<file path="src/hdl/tap_consts.vh">
// Purpose: constants for the boundary scan test access port
// Assumes: included by bare name from the design files
// Notes:   tap states use the usual 4-bit codes
`ifndef TAP_CONSTS_VH
`define TAP_CONSTS_VH
// tap controller state codes
`define ST_RESET      4'hF
`define ST_IDLE       4'hC
`define ST_SEL_DR     4'h7
`define ST_CAP_DR     4'h6
`define ST_SHIFT_DR   4'h2
`define ST_EXIT1_DR   4'h1
`define ST_PAUSE_DR   4'h3
`define ST_EXIT2_DR   4'h0
`define ST_UPD_DR     4'h5
`define ST_SEL_IR     4'h4
`define ST_CAP_IR     4'hE
`define ST_SHIFT_IR   4'hA
`define ST_EXIT1_IR   4'h9
`define ST_PAUSE_IR   4'hB
`define ST_EXIT2_IR   4'h8
`define ST_UPD_IR     4'hD
// instruction opcodes
`define OP_EXTEST     8'h00
`define OP_SAMPLE     8'h01
`define OP_CLAMP      8'h05
`define OP_HIGHZ      8'h07
`define OP_USERCODE   8'h0E
`define OP_IDCODE     8'h0F
`define OP_BYPASS     8'hFF
// register widths
`define IR_W          8
`define ID_W          32
`define NUM_IO        4
`define BSR_W         12
// capture pattern for the instruction register
`define IR_CAPTURE    8'h01
// identification value, arbitrary neutral fields
`define IDCODE_VAL    32'h1234_5679
// user code default, arbitrary
`define USERCODE_VAL  32'h0000_0001
// fifo geometry for the shifted-out data log
`define FIFO_W        8
`define FIFO_D        32
`define FIFO_AW       5
`endif

</file>
<file path="src/hdl/scan_fifo.v">
// Purpose: small synchronous fifo with valid/ready on both sides
// Assumes: one clock, synchronous active-low reset
// Notes:   read data comes from a register
`timescale 1ns/100ps
module scan_fifo #(
	parameter W  = 8,
	parameter D  = 32,
	parameter AW = 5
) (
	// clock and reset
	input  wire          clk_i,
	input  wire          rst_n_i,
	// fill side
	input  wire [W-1:0]  in_data_i,
	input  wire          in_valid_i,
	output wire          in_ready_o,
	// drain side
	output reg  [W-1:0]  out_data_o,
	output reg           out_valid_o,
	input  wire          out_ready_i
);
	reg [W-1:0]  mem [0:D-1];   // storage
	reg [AW-1:0] wr_ptr;        // write index
	reg [AW-1:0] rd_ptr;        // read index
	reg [AW:0]   count;         // words held in memory
	wire         push;          // word accepted
	wire         pop;           // word moved to output register
	// room left in memory
	assign in_ready_o = (count != D[AW:0]);
	assign push = in_valid_i && in_ready_o;
	// refill output register when empty or being taken
	assign pop = (count != {(AW+1){1'b0}}) &&
		(!out_valid_o || out_ready_i);
	// pointers, count and output register
	always @(posedge clk_i) begin
		if (!rst_n_i) begin
			wr_ptr      <= {AW{1'b0}};
			rd_ptr      <= {AW{1'b0}};
			count       <= {(AW+1){1'b0}};
			out_valid_o <= 1'b0;
			out_data_o  <= {W{1'b0}};
		end else begin
			if (push) begin
				mem[wr_ptr] <= in_data_i;
				wr_ptr      <= wr_ptr + 1'b1;
			end
			if (pop) begin
				out_data_o  <= mem[rd_ptr];
				rd_ptr      <= rd_ptr + 1'b1;
				out_valid_o <= 1'b1;
			end else if (out_ready_i) begin
				out_valid_o <= 1'b0;
			end
			if (push && !pop)
				count <= count + 1'b1;
			else if (pop && !push)
				count <= count - 1'b1;
		end
	end
endmodule

</file>
<file path="src/hdl/scan_tap.v">
// Purpose: boundary scan test access port with tap, ir and data regs
// Assumes: test pins are slow versus SYS_CLK_I and are oversampled
// Notes:   bytes shifted out of the data registers are also logged through a fifo
`timescale 1ns/100ps
`include "tap_consts.vh"
module scan_tap (
	// system clock and reset
	input  wire                 SYS_CLK_I,
	input  wire                 RST_N_I,
	// test port pins, pulled up externally when undriven
	input  wire                 TCK_I,
	input  wire                 TMS_I,
	input  wire                 TDI_I,
	input  wire                 TRST_N_I,
	output reg                  TDO_O,
	output reg                  TDO_OE_N_O,
	// device status
	input  wire                 PROGRAMMED_I,
	// core side of the io cells
	input  wire [`NUM_IO-1:0]   CORE_OUT_I,
	input  wire [`NUM_IO-1:0]   CORE_OE_I,
	output reg  [`NUM_IO-1:0]   CORE_IN_O,
	// pad side of the io cells
	input  wire [`NUM_IO-1:0]   PAD_IN_I,
	output reg  [`NUM_IO-1:0]   PAD_OUT_O,
	output reg  [`NUM_IO-1:0]   PAD_OE_N_O,
	output reg                  IO_EN_O,
	// shifted-out byte log
	output wire [`FIFO_W-1:0]   LOG_DATA_O,
	output wire                 LOG_VALID_O,
	input  wire                 LOG_READY_I,
	// current tap state
	output reg  [3:0]           TAP_STATE_O
);
	// pin synchronisers; mode, data and reset pins reset to one to match the pull-ups, the clock to zero
	reg [1:0] tck_s, tms_s, tdi_s, trst_s;  // two-stage samplers
	reg [`NUM_IO-1:0] pad_s0;               // pad input, first stage
	reg [`NUM_IO-1:0] pad_s1;               // pad input, second stage
	reg       tck_d;                        // previous synced clock
	reg [3:0] state;                        // tap state
	reg [3:0] next_state;                   // tap next state
	reg [`IR_W-1:0]  ir_sh;                 // ir shift stage
	reg [`IR_W-1:0]  ir;                    // current instruction
	reg              byp;                   // bypass bit
	reg [`ID_W-1:0]  dr32;                  // id / usercode shifter
	reg [`BSR_W-1:0] bsr;                   // boundary shift stage
	reg [`BSR_W-1:0] bsr_upd;               // boundary update stage
	reg [`FIFO_W-1:0] log_sh;               // shifted-out byte
	reg [2:0]        log_cnt;               // bits in log byte
	reg              log_push;              // byte ready to log
	wire             log_ready;             // fifo can take byte
	wire tck_rise = tck_s[1] & ~tck_d;      // clock rising edge
	wire tck_fall = ~tck_s[1] & tck_d;      // clock falling edge
	wire tms = tms_s[1];                    // synced mode select
	wire tdi = tdi_s[1];                    // synced data in
	// drop test clock rises while the log cannot take a byte
	wire step = tck_rise && !(log_push && !log_ready);
	integer k;                              // loop index, tap process
	integer j;                              // loop index, pad process

	// which data register an instruction selects
	localparam SEL_BYP = 2'd0;
	localparam SEL_ID  = 2'd1;
	localparam SEL_BSR = 2'd2;
	function [1:0] dr_sel;
		input [`IR_W-1:0] op;
		begin
			case (op)
				`OP_EXTEST, `OP_SAMPLE:    dr_sel = SEL_BSR;
				`OP_IDCODE, `OP_USERCODE:  dr_sel = SEL_ID;
				default:                   dr_sel = SEL_BYP;
			endcase
		end
	endfunction

	// tap next-state table driven by mode select
	always @* begin
		case (state)
			`ST_RESET:    next_state = tms ? `ST_RESET : `ST_IDLE;
			`ST_IDLE:     next_state = tms ? `ST_SEL_DR : `ST_IDLE;
			`ST_SEL_DR:   next_state = tms ? `ST_SEL_IR : `ST_CAP_DR;
			`ST_CAP_DR:   next_state = tms ? `ST_EXIT1_DR : `ST_SHIFT_DR;
			`ST_SHIFT_DR: next_state = tms ? `ST_EXIT1_DR : `ST_SHIFT_DR;
			`ST_EXIT1_DR: next_state = tms ? `ST_UPD_DR : `ST_PAUSE_DR;
			`ST_PAUSE_DR: next_state = tms ? `ST_EXIT2_DR : `ST_PAUSE_DR;
			`ST_EXIT2_DR: next_state = tms ? `ST_UPD_DR : `ST_SHIFT_DR;
			`ST_UPD_DR:   next_state = tms ? `ST_SEL_DR : `ST_IDLE;
			`ST_SEL_IR:   next_state = tms ? `ST_RESET : `ST_CAP_IR;
			`ST_CAP_IR:   next_state = tms ? `ST_EXIT1_IR : `ST_SHIFT_IR;
			`ST_SHIFT_IR: next_state = tms ? `ST_EXIT1_IR : `ST_SHIFT_IR;
			`ST_EXIT1_IR: next_state = tms ? `ST_UPD_IR : `ST_PAUSE_IR;
			`ST_PAUSE_IR: next_state = tms ? `ST_EXIT2_IR : `ST_PAUSE_IR;
			`ST_EXIT2_IR: next_state = tms ? `ST_UPD_IR : `ST_SHIFT_IR;
			`ST_UPD_IR:   next_state = tms ? `ST_SEL_DR : `ST_IDLE;
			default:      next_state = `ST_RESET;
		endcase
	end

	// two-flop sampling of the test pins
	always @(posedge SYS_CLK_I) begin
		if (!RST_N_I) begin
			tck_s  <= 2'b00;
			tms_s  <= 2'b11;
			tdi_s  <= 2'b11;
			trst_s <= 2'b11;
			tck_d  <= 1'b0;
			pad_s0 <= {`NUM_IO{1'b0}};
			pad_s1 <= {`NUM_IO{1'b0}};
		end else begin
			tck_s  <= {tck_s[0], TCK_I};
			tms_s  <= {tms_s[0], TMS_I};
			tdi_s  <= {tdi_s[0], TDI_I};
			trst_s <= {trst_s[0], TRST_N_I};
			tck_d  <= tck_s[1];
			// pads are asynchronous to the system clock as well
			pad_s0 <= PAD_IN_I;
			pad_s1 <= pad_s0;
		end
	end

	// tap state, instruction and data registers
	always @(posedge SYS_CLK_I) begin
		if (!RST_N_I) begin
			state   <= `ST_RESET;
			ir      <= `OP_IDCODE;
			ir_sh   <= {`IR_W{1'b0}};
			byp     <= 1'b0;
			dr32    <= {`ID_W{1'b0}};
			bsr     <= {`BSR_W{1'b0}};
			bsr_upd <= {`BSR_W{1'b0}};
		end else if (!trst_s[1]) begin
			// reset pin wins without waiting for a test clock edge
			state <= `ST_RESET;
			ir    <= `OP_IDCODE;
		end else if (step) begin
			state <= next_state;
			case (state)
				`ST_RESET:
					ir <= `OP_IDCODE;
				`ST_CAP_IR:
					ir_sh <= `IR_CAPTURE;
				`ST_SHIFT_IR:
					ir_sh <= {tdi, ir_sh[`IR_W-1:1]};
				`ST_UPD_IR:
					ir <= ir_sh;
				`ST_CAP_DR: begin
					byp <= 1'b0;
					if (ir == `OP_USERCODE)
						dr32 <= `USERCODE_VAL;
					else
						dr32 <= `IDCODE_VAL;
					// each io: input, output, control cells
					for (k = 0; k < `NUM_IO; k = k + 1) begin
						bsr[3*k]   <= pad_s1[k] & IO_EN_O;
						bsr[3*k+1] <= CORE_OUT_I[k];
						bsr[3*k+2] <= CORE_OE_I[k];
					end
				end
				`ST_SHIFT_DR: begin
					byp  <= tdi;
					dr32 <= {tdi, dr32[`ID_W-1:1]};
					bsr  <= {tdi, bsr[`BSR_W-1:1]};
				end
				`ST_UPD_DR:
					if (dr_sel(ir) == SEL_BSR)
						bsr_upd <= bsr;
				default: ;
			endcase
		end
	end

	// data out changes on the falling test clock
	always @(posedge SYS_CLK_I) begin
		if (!RST_N_I) begin
			TDO_O      <= 1'b0;
			TDO_OE_N_O <= 1'b1;
		end else if (!trst_s[1]) begin
			TDO_OE_N_O <= 1'b1;
		end else if (tck_fall) begin
			TDO_OE_N_O <= !(state == `ST_SHIFT_DR ||
				state == `ST_SHIFT_IR);
			if (state == `ST_SHIFT_IR)
				TDO_O <= ir_sh[0];
			else case (dr_sel(ir))
				SEL_ID:  TDO_O <= dr32[0];
				SEL_BSR: TDO_O <= bsr[0];
				default: TDO_O <= byp;
			endcase
		end
	end

	// pad and core drive from the update stage or functional path
	always @(posedge SYS_CLK_I) begin
		if (!RST_N_I) begin
			IO_EN_O     <= 1'b0;
			PAD_OUT_O   <= {`NUM_IO{1'b0}};
			PAD_OE_N_O  <= {`NUM_IO{1'b1}};
			CORE_IN_O   <= {`NUM_IO{1'b0}};
			TAP_STATE_O <= `ST_RESET;
		end else begin
			TAP_STATE_O <= state;
			// no instruction may raise the io enable when blank
			IO_EN_O <= PROGRAMMED_I;
			for (j = 0; j < `NUM_IO; j = j + 1) begin
				CORE_IN_O[j] <= pad_s1[j] & PROGRAMMED_I;
				if (!PROGRAMMED_I) begin
					PAD_OUT_O[j]  <= 1'b0;
					PAD_OE_N_O[j] <= 1'b1;
				end else if (ir == `OP_HIGHZ) begin
					PAD_OUT_O[j]  <= 1'b0;
					PAD_OE_N_O[j] <= 1'b1;
				end else if (ir == `OP_EXTEST || ir == `OP_CLAMP) begin
					PAD_OUT_O[j]  <= bsr_upd[3*j+1];
					PAD_OE_N_O[j] <= ~bsr_upd[3*j+2];
				end else begin
					PAD_OUT_O[j]  <= CORE_OUT_I[j];
					PAD_OE_N_O[j] <= ~CORE_OE_I[j];
				end
			end
		end
	end

	// collect bits shifted out in shift-dr into bytes for the log fifo
	always @(posedge SYS_CLK_I) begin
		if (!RST_N_I) begin
			log_sh   <= {`FIFO_W{1'b0}};
			log_cnt  <= 3'd0;
			log_push <= 1'b0;
		end else begin
			if (log_push && log_ready)
				log_push <= 1'b0;
			if (step && state == `ST_SHIFT_DR) begin
				log_sh  <= {TDO_O, log_sh[`FIFO_W-1:1]};
				log_cnt <= log_cnt + 3'd1;
				if (log_cnt == 3'd7)
					log_push <= 1'b1;
			end
		end
	end

	// byte log buffer
	scan_fifo #(
		.W  (`FIFO_W),
		.D  (`FIFO_D),
		.AW (`FIFO_AW)
	) u_log (
		.clk_i       (SYS_CLK_I),
		.rst_n_i     (RST_N_I),
		.in_data_i   (log_sh),
		.in_valid_i  (log_push),
		.in_ready_o  (log_ready),
		.out_data_o  (LOG_DATA_O),
		.out_valid_o (LOG_VALID_O),
		.out_ready_i (LOG_READY_I)
	);
endmodule

</file>
<file path="config.mk">
export PLATFORM = sky130hd
export DESIGN_NAME = scan_tap
export DESIGN_NICKNAME = d
export VERILOG_FILES = /design/src/hdl/scan_fifo.v /design/src/hdl/scan_tap.v
export VERILOG_INCLUDE_DIRS = /design/src /design/src/hdl
export SDC_FILE = /design/constraint.sdc
export NUM_CORES = 1
export LEC_CHECK = 0
export BUFFER_PORTS_ARGS = -buffer_cell sky130_fd_sc_hd__buf_2
export CORE_MARGIN = 3
export CORE_UTILIZATION = 56
export DETAILED_ROUTE_END_ITERATION = 12
export PLACE_DENSITY = 0.87
export SLEW_MARGIN = 25
export SYNTH_ARGS = -nofsm -noshare
export SYNTH_HDL_FRONTEND = slang
export SYNTH_SLANG_ARGS = --single-unit
</file>
<file path="constraint.sdc">
create_clock -name SYS_CLK_I -period 2.95 [get_ports SYS_CLK_I]
set_input_delay 0.295 -clock SYS_CLK_I [delete_from_list [all_inputs] [get_ports SYS_CLK_I]]
set_output_delay 0.295 -clock SYS_CLK_I [all_outputs]
set_load 0.05 [all_outputs]
</file>
==> results of run 1 <==
## report_power, final
group	total (mW)	internal [mW]	switching (mW)
registers	6.25	6.03	0.224
logic	2.35	1.05	1.29
clock network	4.98	2.99	1.99
total	13.6	10.1	3.51
## per-stage QoR
stage | total power [mW] | std cells
5_1_grt | 14.0 | 1536
2_1_floorplan | 7.99 | 1078
3_5_place_dp | 8.62 | 1458
3_3_place_gp | 8.54 | 1458
6_report | 13.6 | 1536
4_1_cts | 13.6 | 1536
## logic make-up after synthesis
family / count (synthesis)
DFF: 401
and+or+nand+nor: 277
AOI/OAI and AO/OA: 184
muxes: 108
buffers and inverters: 81
adders and majority gates: 15
xor gates and xnor gates: 12
## repair_timing
item / CTS / global route
endpoints found under the hold margin: 8 / 0
hold buffers: 8 / 0
gates resized for setup: 1 / 4
gates cloned: 0 / 0
endpoints found under the setup margin: 2 / 3
## cells in the final DEF, fill, tap and decap left out, types with 9 or more instances in the layout
cell	netlist	final
edfxtp_1	256	256
nand2b_1	11	11
a21oi_1	55	54
o22ai_2	10	10
mux4_2	49	49
clkbuf_1	46	12
clkbuf_16	0	39
mux2i_1	59	59
and2_1	17	17
nand2_1	80	80
buf_4	5	23
inv_1	14	13
a22oi_1	9	9
buf_2	6	47
nand3_1	10	10
dfxtp_1	145	140
o22ai_1	16	16
nor2_1	106	106
ha_1	14	13
o21ai_0	10	10
a22o_1	21	21
a211oi_2	25	25
## worst paths after layout
| kind | cells after the start | slack [ns] | endpoint |
|---|---|---|---|
| hold / removal | 3 | 0.07 | PAD_OUT_O[2] |
| hold reg to reg | 1 | 0.41 | tms_s[1] |
| setup / recovery | 11 | 0.11 | u_log.count[4] |
| setup reg to reg | 11 | 0.11 | u_log.count[4] |
## state kept, by name (all words and copies together), names as in the netlist, 4 cells and up
register,count
u_log.count,6
u_log.mem,256
pad_s1,4
CORE_IN_O,4
TAP_STATE_O,4
bsr,12
PAD_OE_N_O,4
u_log.out_data_o,8
bsr_upd,8
state,4
ir_sh,8
dr32,31
PAD_OUT_O,4
u_log.wr_ptr,5
log_sh,8
ir,8
u_log.rd_ptr,5
pad_s0,4
## worst max-delay path: stages, from the launching register on
cell and delay (ns):
dfxtp_1 0.34, or4_4 0.59, o31a_1 0.29, inv_2 0.10
ha_4 0.19, inv_1 0.11, ha_1 0.33, nor2b_1 0.16
o21a_1 0.18, o21a_1 0.17, o31ai_1 0.17, and2_1 0.15
## metal layers
| layer | GRT usage | share of wire | vias up |
|---|---|---|---|
| met5 | 0 | 0.00021 | - |
| met4 | 0.0902 | 0.035 | 2 |
| met3 | 0.0410 | 0.066 | 84 |
| met2 | 0.391 | 0.52 | 402 |
| met1 | 0.279 | 0.38 | 4633 |
| li1 | - | - | 4201 |
## area by class of cell
| class | count | share of cell area |
|---|---|---|
| Multi-Input combinational cell | 596 | 0.268 |
| Clock buffer | 60 | 0.0636 |
| Tap cell | 372 | 0.0263 |
| Sequential cell | 401 | 0.598 |
| Timing Repair Buffer | 82 | 0.0321 |
| Clock inverter | 10 | 0.00890 |
| Inverter | 15 | 0.00318 |
==> flow_summary.ini, run 1 <==
[outcome]
outcome = finished, final reports clean

[global_route]
antenna_found_initial = 1
grt_pass1_vias = 9599
grt.overflow.total = 0
grt_pass1_wl_um = 53400
grt_use_total = 0.225
grt_max_degree = 70

[cts]
clk_pin_slew_ns = 0.06
clock-sinks = 401
post_cts_buffers = 0
cts_tree = yes
cts_buffer_depth = 3
insertion_delay_ns = 0.53
htree_num_levels = 2
cts_buffers = 39
cts_root_buf = clkbuf_16

[die]
dieArea_sq_um = 30100
core-area_sq_um = 27300
pin_count = 48
die_width_um = 173
start_util = 0.576
die_h_um = 173
fp-row-count = 60

[yosys]
syn_avg_cell_area_sq_um = 14.6
synth_top_family_by_area = multiplexers
yosys_warnings = 0
ys_seq_elements = 401
synth_xor_area_frac = 0.00669
synthMuxAreaShare = 0.108
syn-num-nets = 1113
synth-simple-area-share = 0.0823
syn_area_sq_um = 15700
synth_compound_area_frac = 0.0913
synthCells = 1078
synth_edf_count = 256
synth_fa_ha_area_frac = 0.0124
synth-seq-area-share = 0.675
synth.top_cell.area_share = 0.490
yosysMostFrequentCell = edfxtp_1
synthFlopType = edfxtp_1
synthArstFlopShare = 0
netlist-cell-type-count = 58
synth_common_cells = 256 x edfxtp_1, 145 x dfxtp_1, 106 x nor2_1
synth_area_leaders = edfxtp_1 49%, dfxtp_1 18%, mux4_2 7.0%
synth_area_leader_cell = edfxtp_1

[pwr]
cellPowerDensity_nw_per_um2 = 766
ir_worst_vdd_v = 0.000444
p_leak_nw = 6.07

[routing]
wl_per_cell_um = 21.8
totalWireLength_um = 33500
drc = 0
first_iter_violations = 799
num_vias = 9322
drt-pass1-iter-count = 5
routed_via_density = 6.07
ant_nets = 0

[timing]
setup_ws_ns = 0.110
max_freq_mhz = 352
post-route-min-period_ns = 2.84
setup_viol = 0
timing.final.crit_share = 0.963
whs_ns = 0.0678
fin_skew_ns = 0.0297
hold_viol = 0
rsz0062_at_grt = no
fin_setup_tns_ns = 0
finalMaxSlewViolations = 0
relSlewSlack = 0.311
tightest_slew_ns = 1.02

[critical_path]
startpoint_type = flop
r2r-start = u_log.count[1]
setup.worst_path.start = u_log.count[1]
cp_max_fo = 5
end_kind = flop
crit_type = reg -> reg
critPathRequiredTime_ns = 3.40
crit_arrival_ns = 3.29

[place]
place_area_sq_um = 16300
post-place-ws_ns = 0.0497
portBuffers = 47
gp_congestion = 0.827
dp_hpwl_um = 20100

[cells_and_area]
regArea_sq_um = 10600
final_nets = 1170
layout-drive-gt1-share = 0.201
fill_cells = 1851
design_area_sq_um = 17700
utilization = 0.650
multi_input_area_sq_um = 4750
area_growth_pct = 12.9
diodes = 0

[min_path]
hp-start = CORE_OUT_I[2]
worst_hold_path_type = in -> reg

[flow_run]
drv_cap = 0
Note: power is estimated with default switching activity, not from simulation.
==> run 2: changes to the inputs <==
--- a/config.mk
+++ b/config.mk
@@ -8,10 +8,11 @@
 export LEC_CHECK = 0
 export BUFFER_PORTS_ARGS = -buffer_cell sky130_fd_sc_hd__buf_2
 export CORE_MARGIN = 3
-export CORE_UTILIZATION = 56
+export CORE_UTILIZATION = 62
 export DETAILED_ROUTE_END_ITERATION = 12
-export PLACE_DENSITY = 0.87
+export PLACE_DENSITY = 0.9
 export SLEW_MARGIN = 25
 export SYNTH_ARGS = -nofsm -noshare
 export SYNTH_HDL_FRONTEND = slang
+export SYNTH_HIERARCHICAL = 1
 export SYNTH_SLANG_ARGS = --single-unit
==> constraint.sdc (replaced) <==
create_clock -name SYS_CLK_I -period 2.8 [get_ports SYS_CLK_I]
set_input_delay 0.28 -clock SYS_CLK_I [delete_from_list [all_inputs] [get_ports SYS_CLK_I]]
set_output_delay 0.28 -clock SYS_CLK_I [all_outputs]
set_load 0.05 [all_outputs]
==> run 2 against run 1 <==
Net effect: worst setup slack better by 0.079 ns; hold slack worse by 0.062 ns; largest cell class unchanged; sequential power up 4.5%.
==> flow_summary.ini, run 2 <==
[timing]
fin_skew_ns = 0.0226
relSlewSlack = 0.320
max_freq_mhz = 383
finalMaxSlewViolations = 0
setup_viol = 0
hold_viol = 0
timing.final.crit_share = 0.932
rsz0062_at_grt = no
whs_ns = 0.00604
tightest_slew_ns = 1.02
post-route-min-period_ns = 2.61

[pwr]
p_leak_nw = 6.25
p_total_mw = 14.1
ir_worst_vdd_v = 0.000692
seqPwrFrac = 0.464
internal_power_mw = 10.4
combPwrFrac = 0.168
p_clk_frac = 0.368
swShare = 0.263
cellPowerDensity_nw_per_um2 = 784
p_sw_mw = 3.71

[yosys]
syn_area_sq_um = 15800
netlist-cell-type-count = 64
syn_avg_cell_area_sq_um = 14.1
synthArstFlopShare = 0
synth_area_leader_cell = edfxtp_1
synth_common_cells = 256 x edfxtp_1, 145 x dfxtp_1, 107 x nand2_1
synthCells = 1119
syn-num-nets = 1155
yosys_warnings = 6
synth.top_cell.area_share = 0.488
synth_edf_count = 256
yosysMostFrequentCell = edfxtp_1
synth-seq-area-share = 0.672
ys_seq_elements = 401
synth_area_leaders = edfxtp_1 49%, dfxtp_1 18%, mux4_2 6.4%
synthFlopType = edfxtp_1

[critical_path]
critPathRequiredTime_ns = 3.18
crit_type = reg -> reg
max_stage_delay_ns = 0.33
crit_arrival_ns = 2.99
path_cells = nor4_1 -> buf_4 -> a32oi_2 -> inv_1 -> ha_2 -> inv_2 -> ha_1 -> a21oi_1 -> a21boi_1 -> o21ai_1 -> a21o_1 -> nand4_1
cp_slowest_cell = dfxtp_1
cp_max_fo = 8
end_kind = flop
startpoint_type = flop

[cells_and_area]
multi_input_area_sq_um = 4810
largest_reg_flops = 256
layout-drive-gt1-share = 0.197
design_area_sq_um = 18000
utilization = 0.728
largest-register = u_log/mem
final_nets = 1246
regArea_sq_um = 10600
area_growth_pct = 14.0
diodes = 0
top_regs = u_log/mem x256, dr32 x31, bsr x12
final_common_cell = edfxtp_1
final_cells = 1565
final_cell_mix = 256 x edfxtp_1, 141 x dfxtp_1, 107 x nand2_1
fill_cells = 1436

[outcome]
outcome = finished, final reports clean

[place]
dp_hpwl_um = 21400
dp.cells = 1485
portBuffers = 47
gp_congestion = 0.847
place_area_sq_um = 16600

[cts]
post_cts_buffers = 0
clock-sinks = 401
clk_pin_slew_ns = 0.06
cts_buffers = 39
htree_num_levels = 2
cts_buffer_depth = 3
insertion_delay_ns = 0.53
cts_root_buf = clkbuf_16
cts_tree = yes

[global_route]
grt_use_total = 0.270
grt_pass1_vias = 10083
grt_pass1_wl_um = 56200
grt_max_degree = 90
grt.overflow.total = 0
antenna_found_initial = 0

[die]
dieArea_sq_um = 27400
pin_count = 48
core-area_sq_um = 24700
start_util = 0.639
fp-row-count = 57
die_width_um = 165
die_h_um = 165

[routing]
wl_per_cell_um = 22.9
num_vias = 9986
first_iter_violations = 1294
totalWireLength_um = 35900
routed_via_density = 6.38
ant_nets = 0
drc = 0
drt-pass1-iter-count = 6

[min_path]
worst_hold_path_type = in -> reg

[flow_run]
drv_cap = 0
[run 2: cell count changes in the layout (fill, tap and decap cells not counted), moves of 18 or more]
cell / change
nor2_1: -41
buf_4: +36
nand3_1: +24
o21ai_0: +28
a211oi_2: -25
nand2_1: +27
a21boi_0: +18
[run 2: logic make-up (layout without fill, tap and decap cells)]
logic type,count (synthesis),after routing,synth area share
flip-flops,401,401,0.672
AND/OR/NAND/NOR,312,312,0.0964
AO/OA/AOI/OAI,196,196,0.0849
multiplexers,97,97,0.103
buffers and inverters,85,207,0.0244
adder cells (fa/ha/maj),16,16,0.0132
XOR/XNOR,12,12,0.00667
[run 2: power by group through the flow]
stage / Combinational, mW / Clock (mW) / Sequential [mW]
2_1_floorplan: 1.62 / 0 / 6.77
3_3_place_gp: 2.21 / 0 / 6.64
3_5_place_dp: 2.29 / 0 / 6.66
4_1_cts: 2.35 / 5.23 / 6.53
5_1_grt: 2.52 / 5.46 / 6.55
6_report: 2.37 / 5.18 / 6.53
[run 2: path summary, 6_finish.rpt]
check,startpoint,endpoint,slack [ns],cells after the start
setup reg to reg,u_log/count[3],u_log/count[5],0.19,12
hold reg to reg,trst_s[0],trst_s[1],0.41,1
hold / removal,CORE_OUT_I[3],PAD_OUT_O[3],0.006,3
setup / recovery,u_log/count[3],u_log/count[5],0.19,12
[run 2: worst max-delay path, delay by kind of cell (launching register included)]
kind            cells  cell delay, ns
fa+ha+maj           2            0.55
buf+inv             3            0.39
simple gates        2            0.44
compound gates      5            0.77
flops               1            0.33
[run 2: metal layers]
metal,up-vias,global-route usage,share of wire
li1,4423,-,-
met1,4894,0.343,0.37
met2,536,0.469,0.51
met3,133,0.0409,0.074
met4,0,0.110,0.044
met5,-,0,0
[run 2: layout make-up]
type	count	share of cell area
flip-flops and latches	401	0.590
well taps	324	0.0226
multi-input cells	633	0.268
clock buffers	46	0.0587
repair buffers	116	0.0453
inverters	19	0.00397
clock inverters	26	0.0120
[run 2: repair_timing]
item,4_1_cts,5_1_grt
gates resized for setup,2,3
hold buffers,8,0
endpoints found under the setup margin,2,3
hold endpoints to repair,8,0
pin swaps,0,0
[run 2: per-stage QoR]
stage	setup TNS (ns)	worst slack [ns]
finish	0	0.189
CTS	0	0.0580
global route	0	0.0371
detailed placement	-0.0984	-0.0984
floorplan	0	0.0508
global placement	0	0.0228
==> run 3: changes to the inputs <==
--- a/config.mk
+++ b/config.mk
@@ -8,9 +8,10 @@
 export LEC_CHECK = 0
 export BUFFER_PORTS_ARGS = -buffer_cell sky130_fd_sc_hd__buf_2
 export CORE_MARGIN = 3
-export CORE_UTILIZATION = 62
+export CORE_UTILIZATION = 56
 export DETAILED_ROUTE_END_ITERATION = 12
-export PLACE_DENSITY = 0.9
+export PLACE_DENSITY = 0.76
+export SETUP_SLACK_MARGIN = 0.3
 export SLEW_MARGIN = 25
 export SYNTH_ARGS = -nofsm -noshare
 export SYNTH_HDL_FRONTEND = slang
==> constraint.sdc (replaced) <==
create_clock -name SYS_CLK_I -period 2.3 [get_ports SYS_CLK_I]
set_input_delay 0.23 -clock SYS_CLK_I [delete_from_list [all_inputs] [get_ports SYS_CLK_I]]
set_output_delay 0.23 -clock SYS_CLK_I [all_outputs]
set_load 0.05 [all_outputs]
==> run 3 against run 2 <==
Net effect: the flow now finishes with violations (negative setup slack); first-iteration DRC count shrank 28%; non-clock buffer count grew 59; die area grew 10%; combinational power grew 74%; critical endpoint is now u_log/count[4]; highest routed layer unchanged.
==> flow_summary.ini, run 3 (synthesis gave the netlist of run 2 again) <==
[global_route]
grt.overflow.total = 0
grt_use_total = 0.225
grt_pass1_vias = 9863
grt_max_degree = 93
antenna_found_initial = 0
grt_pass1_wl_um = 54200

[cells_and_area]
final_common_cell = edfxtp_1
utilization = 0.716
final_cells = 1673
final_cell_mix = 256 x edfxtp_1, 141 x dfxtp_1, 107 x nand2_1
area_growth_pct = 24.1
diodes = 0
top_regs = u_log/mem x256, dr32 x31, bsr x12
final_nets = 1306
largest_reg_flops = 256
layout-drive-gt1-share = 0.300
largest-register = u_log/mem

[critical_path]
path_cells = nor4_4 -> a31oi_1 -> buf_4 -> ha_4 -> inv_8 -> ha_4 -> nor2b_1 -> o21a_1 -> o21a_1 -> o31ai_1 -> and2_1
end_kind = flop
crit_type = reg -> reg
startpoint_type = flop
crit_arrival_ns = 2.79
r2r_setup_slack_ns = -0.03
r2r_cells = 11
path_delay_family = compound AO/OA/AOI/OAI gates
cp_num_buf_inv = 2
cp_max_fo = 4
r2r_end = u_log/count[4]
critPathRequiredTime_ns = 2.76
cp_slowest_cell = dfxtp_4
max_stage_delay_ns = 0.36
r2r-start = u_log/count[3]

[min_path]
holdPathStages = 3
worst_hold_path_type = in -> reg
whs_endpoint = IO_EN_O
hp-start = RST_N_I

[cts]
clock-sinks = 401
cts_tree = yes
cts_buffer_depth = 3
clk_pin_slew_ns = 0.06
htree_num_levels = 2
insertion_delay_ns = 0.54
cts_buffers = 40
cts_root_buf = clkbuf_16

[die]
fp-row-count = 60
pin_count = 48
dieArea_sq_um = 30200
core-area_sq_um = 27300
die_width_um = 174
start_util = 0.577
die_h_um = 174

[timing]
rsz0062_at_grt = yes
hold_viol = 0
post-route-min-period_ns = 2.33
fin_setup_tns_ns = -0.0303
whs_ns = 0.0948
timing.final.crit_share = 1.01
setup_ws_ns = -0.0303
relSlewSlack = 0.303
fin_skew_ns = 0.0232
setup_viol = 1
tightest_slew_ns = 1.04
max_freq_mhz = 429
finalMaxSlewViolations = 0

[routing]
wl_per_cell_um = 22.1
drc = 0
totalWireLength_um = 36900
drt-pass1-iter-count = 6
num_vias = 10059
first_iter_violations = 933
ant_nets = 0
routed_via_density = 6.01

[pwr]
p_leak_nw = 6.70
ir_worst_vdd_v = 0.000607
swShare = 0.264
p_clk_frac = 0.344
combPwrFrac = 0.225
internal_power_mw = 13.5
p_total_mw = 18.3
cellPowerDensity_nw_per_um2 = 935
p_sw_mw = 4.83
seqPwrFrac = 0.431

[place]
dp.cells = 1534
portBuffers = 47
dp_hpwl_um = 20800
gp_congestion = 0.819

[outcome]
violations = negative setup slack
outcome = finished with violations

[flow_run]
drv_cap = 0
[run 3: cell types whose count changed in the layout (fill, tap and decap cells not counted), sizes merged, moves of 2 or more]
cell	change
dlygate4sd3	+9
clkinvlp	-2
clkinv	-11
bufinv	-2
buf	+48
clkbuf	+19
[run 3: how the worst max path moves through the flow]
stage	cells past startpoint	startpoint	end
after floorplan	11	u_log/count[1]	u_log/count[4]
after global placement	6	u_log/rd_ptr[0]	u_log/out_data_o[3]
after detailed placement	6	u_log/rd_ptr[0]	u_log/out_data_o[3]
after CTS	11	u_log/count[1]	u_log/count[4]
after global routing	11	u_log/count[3]	u_log/count[4]
final	11	u_log/count[3]	u_log/count[4]
[run 3: area by class of cell]
class | count | area, sq um
sequential | 401 | 10600
fill | 1694 | 7770
multi-input combinational | 633 | 5560
timing repair buffer | 175 | 1580
clock buffer | 63 | 1190
tap | 372 | 465
clock inverter | 10 | 87.6
inverter | 19 | 78.8
[run 3: repair_timing]
action | CTS | global route
endpoints found under the hold margin | 27 | 0
hold buffers | 17 | 0
setup buffers | 25 | 19
setup endpoints to repair | 310 | 342
gates resized for setup | 85 | 152
pin swaps | 14 | 33
cloned | 1 | 4
[run 3: per-stage QoR]
stage / instance area (sq um) / setup slack, ns
finish: 19600 / -0.0303
global route: 19600 / -0.120
floorplan: 15800 / 0.0322
global placement: 16700 / -0.100
CTS: 18700 / 0.0348
detailed placement: 16700 / -0.139
[run 3: layer usage]
metal	vias up	share of wire	global-route usage
li1	4549	-	-
met1	5060	0.40	0.307
met2	387	0.52	0.379
met3	63	0.057	0.0375
met4	0	0.021	0.0613
met5	-	0	0
[run 3: worst register-to-register path, stage by stage, from the launching register on]
cell	delay, ns
dfxtp_4	0.36
nor4_4	0.34
a31oi_1	0.13
buf_4	0.16
ha_4	0.19
inv_8	0.07
ha_4	0.20
nor2b_1	0.12
o21a_1	0.18
o21a_1	0.17
o31ai_1	0.20
and2_1	0.15
[run 3: power by group through the flow]
stage | clock network, mW | logic, mW | registers [mW]
floorplan | 0 | 2.02 | 8.26
global placement | 0 | 3.06 | 8.04
detailed placement | 0 | 3.10 | 8.05
CTS | 6.34 | 3.73 | 7.86
global route | 6.67 | 4.34 | 7.89
finish | 6.29 | 4.12 | 7.88
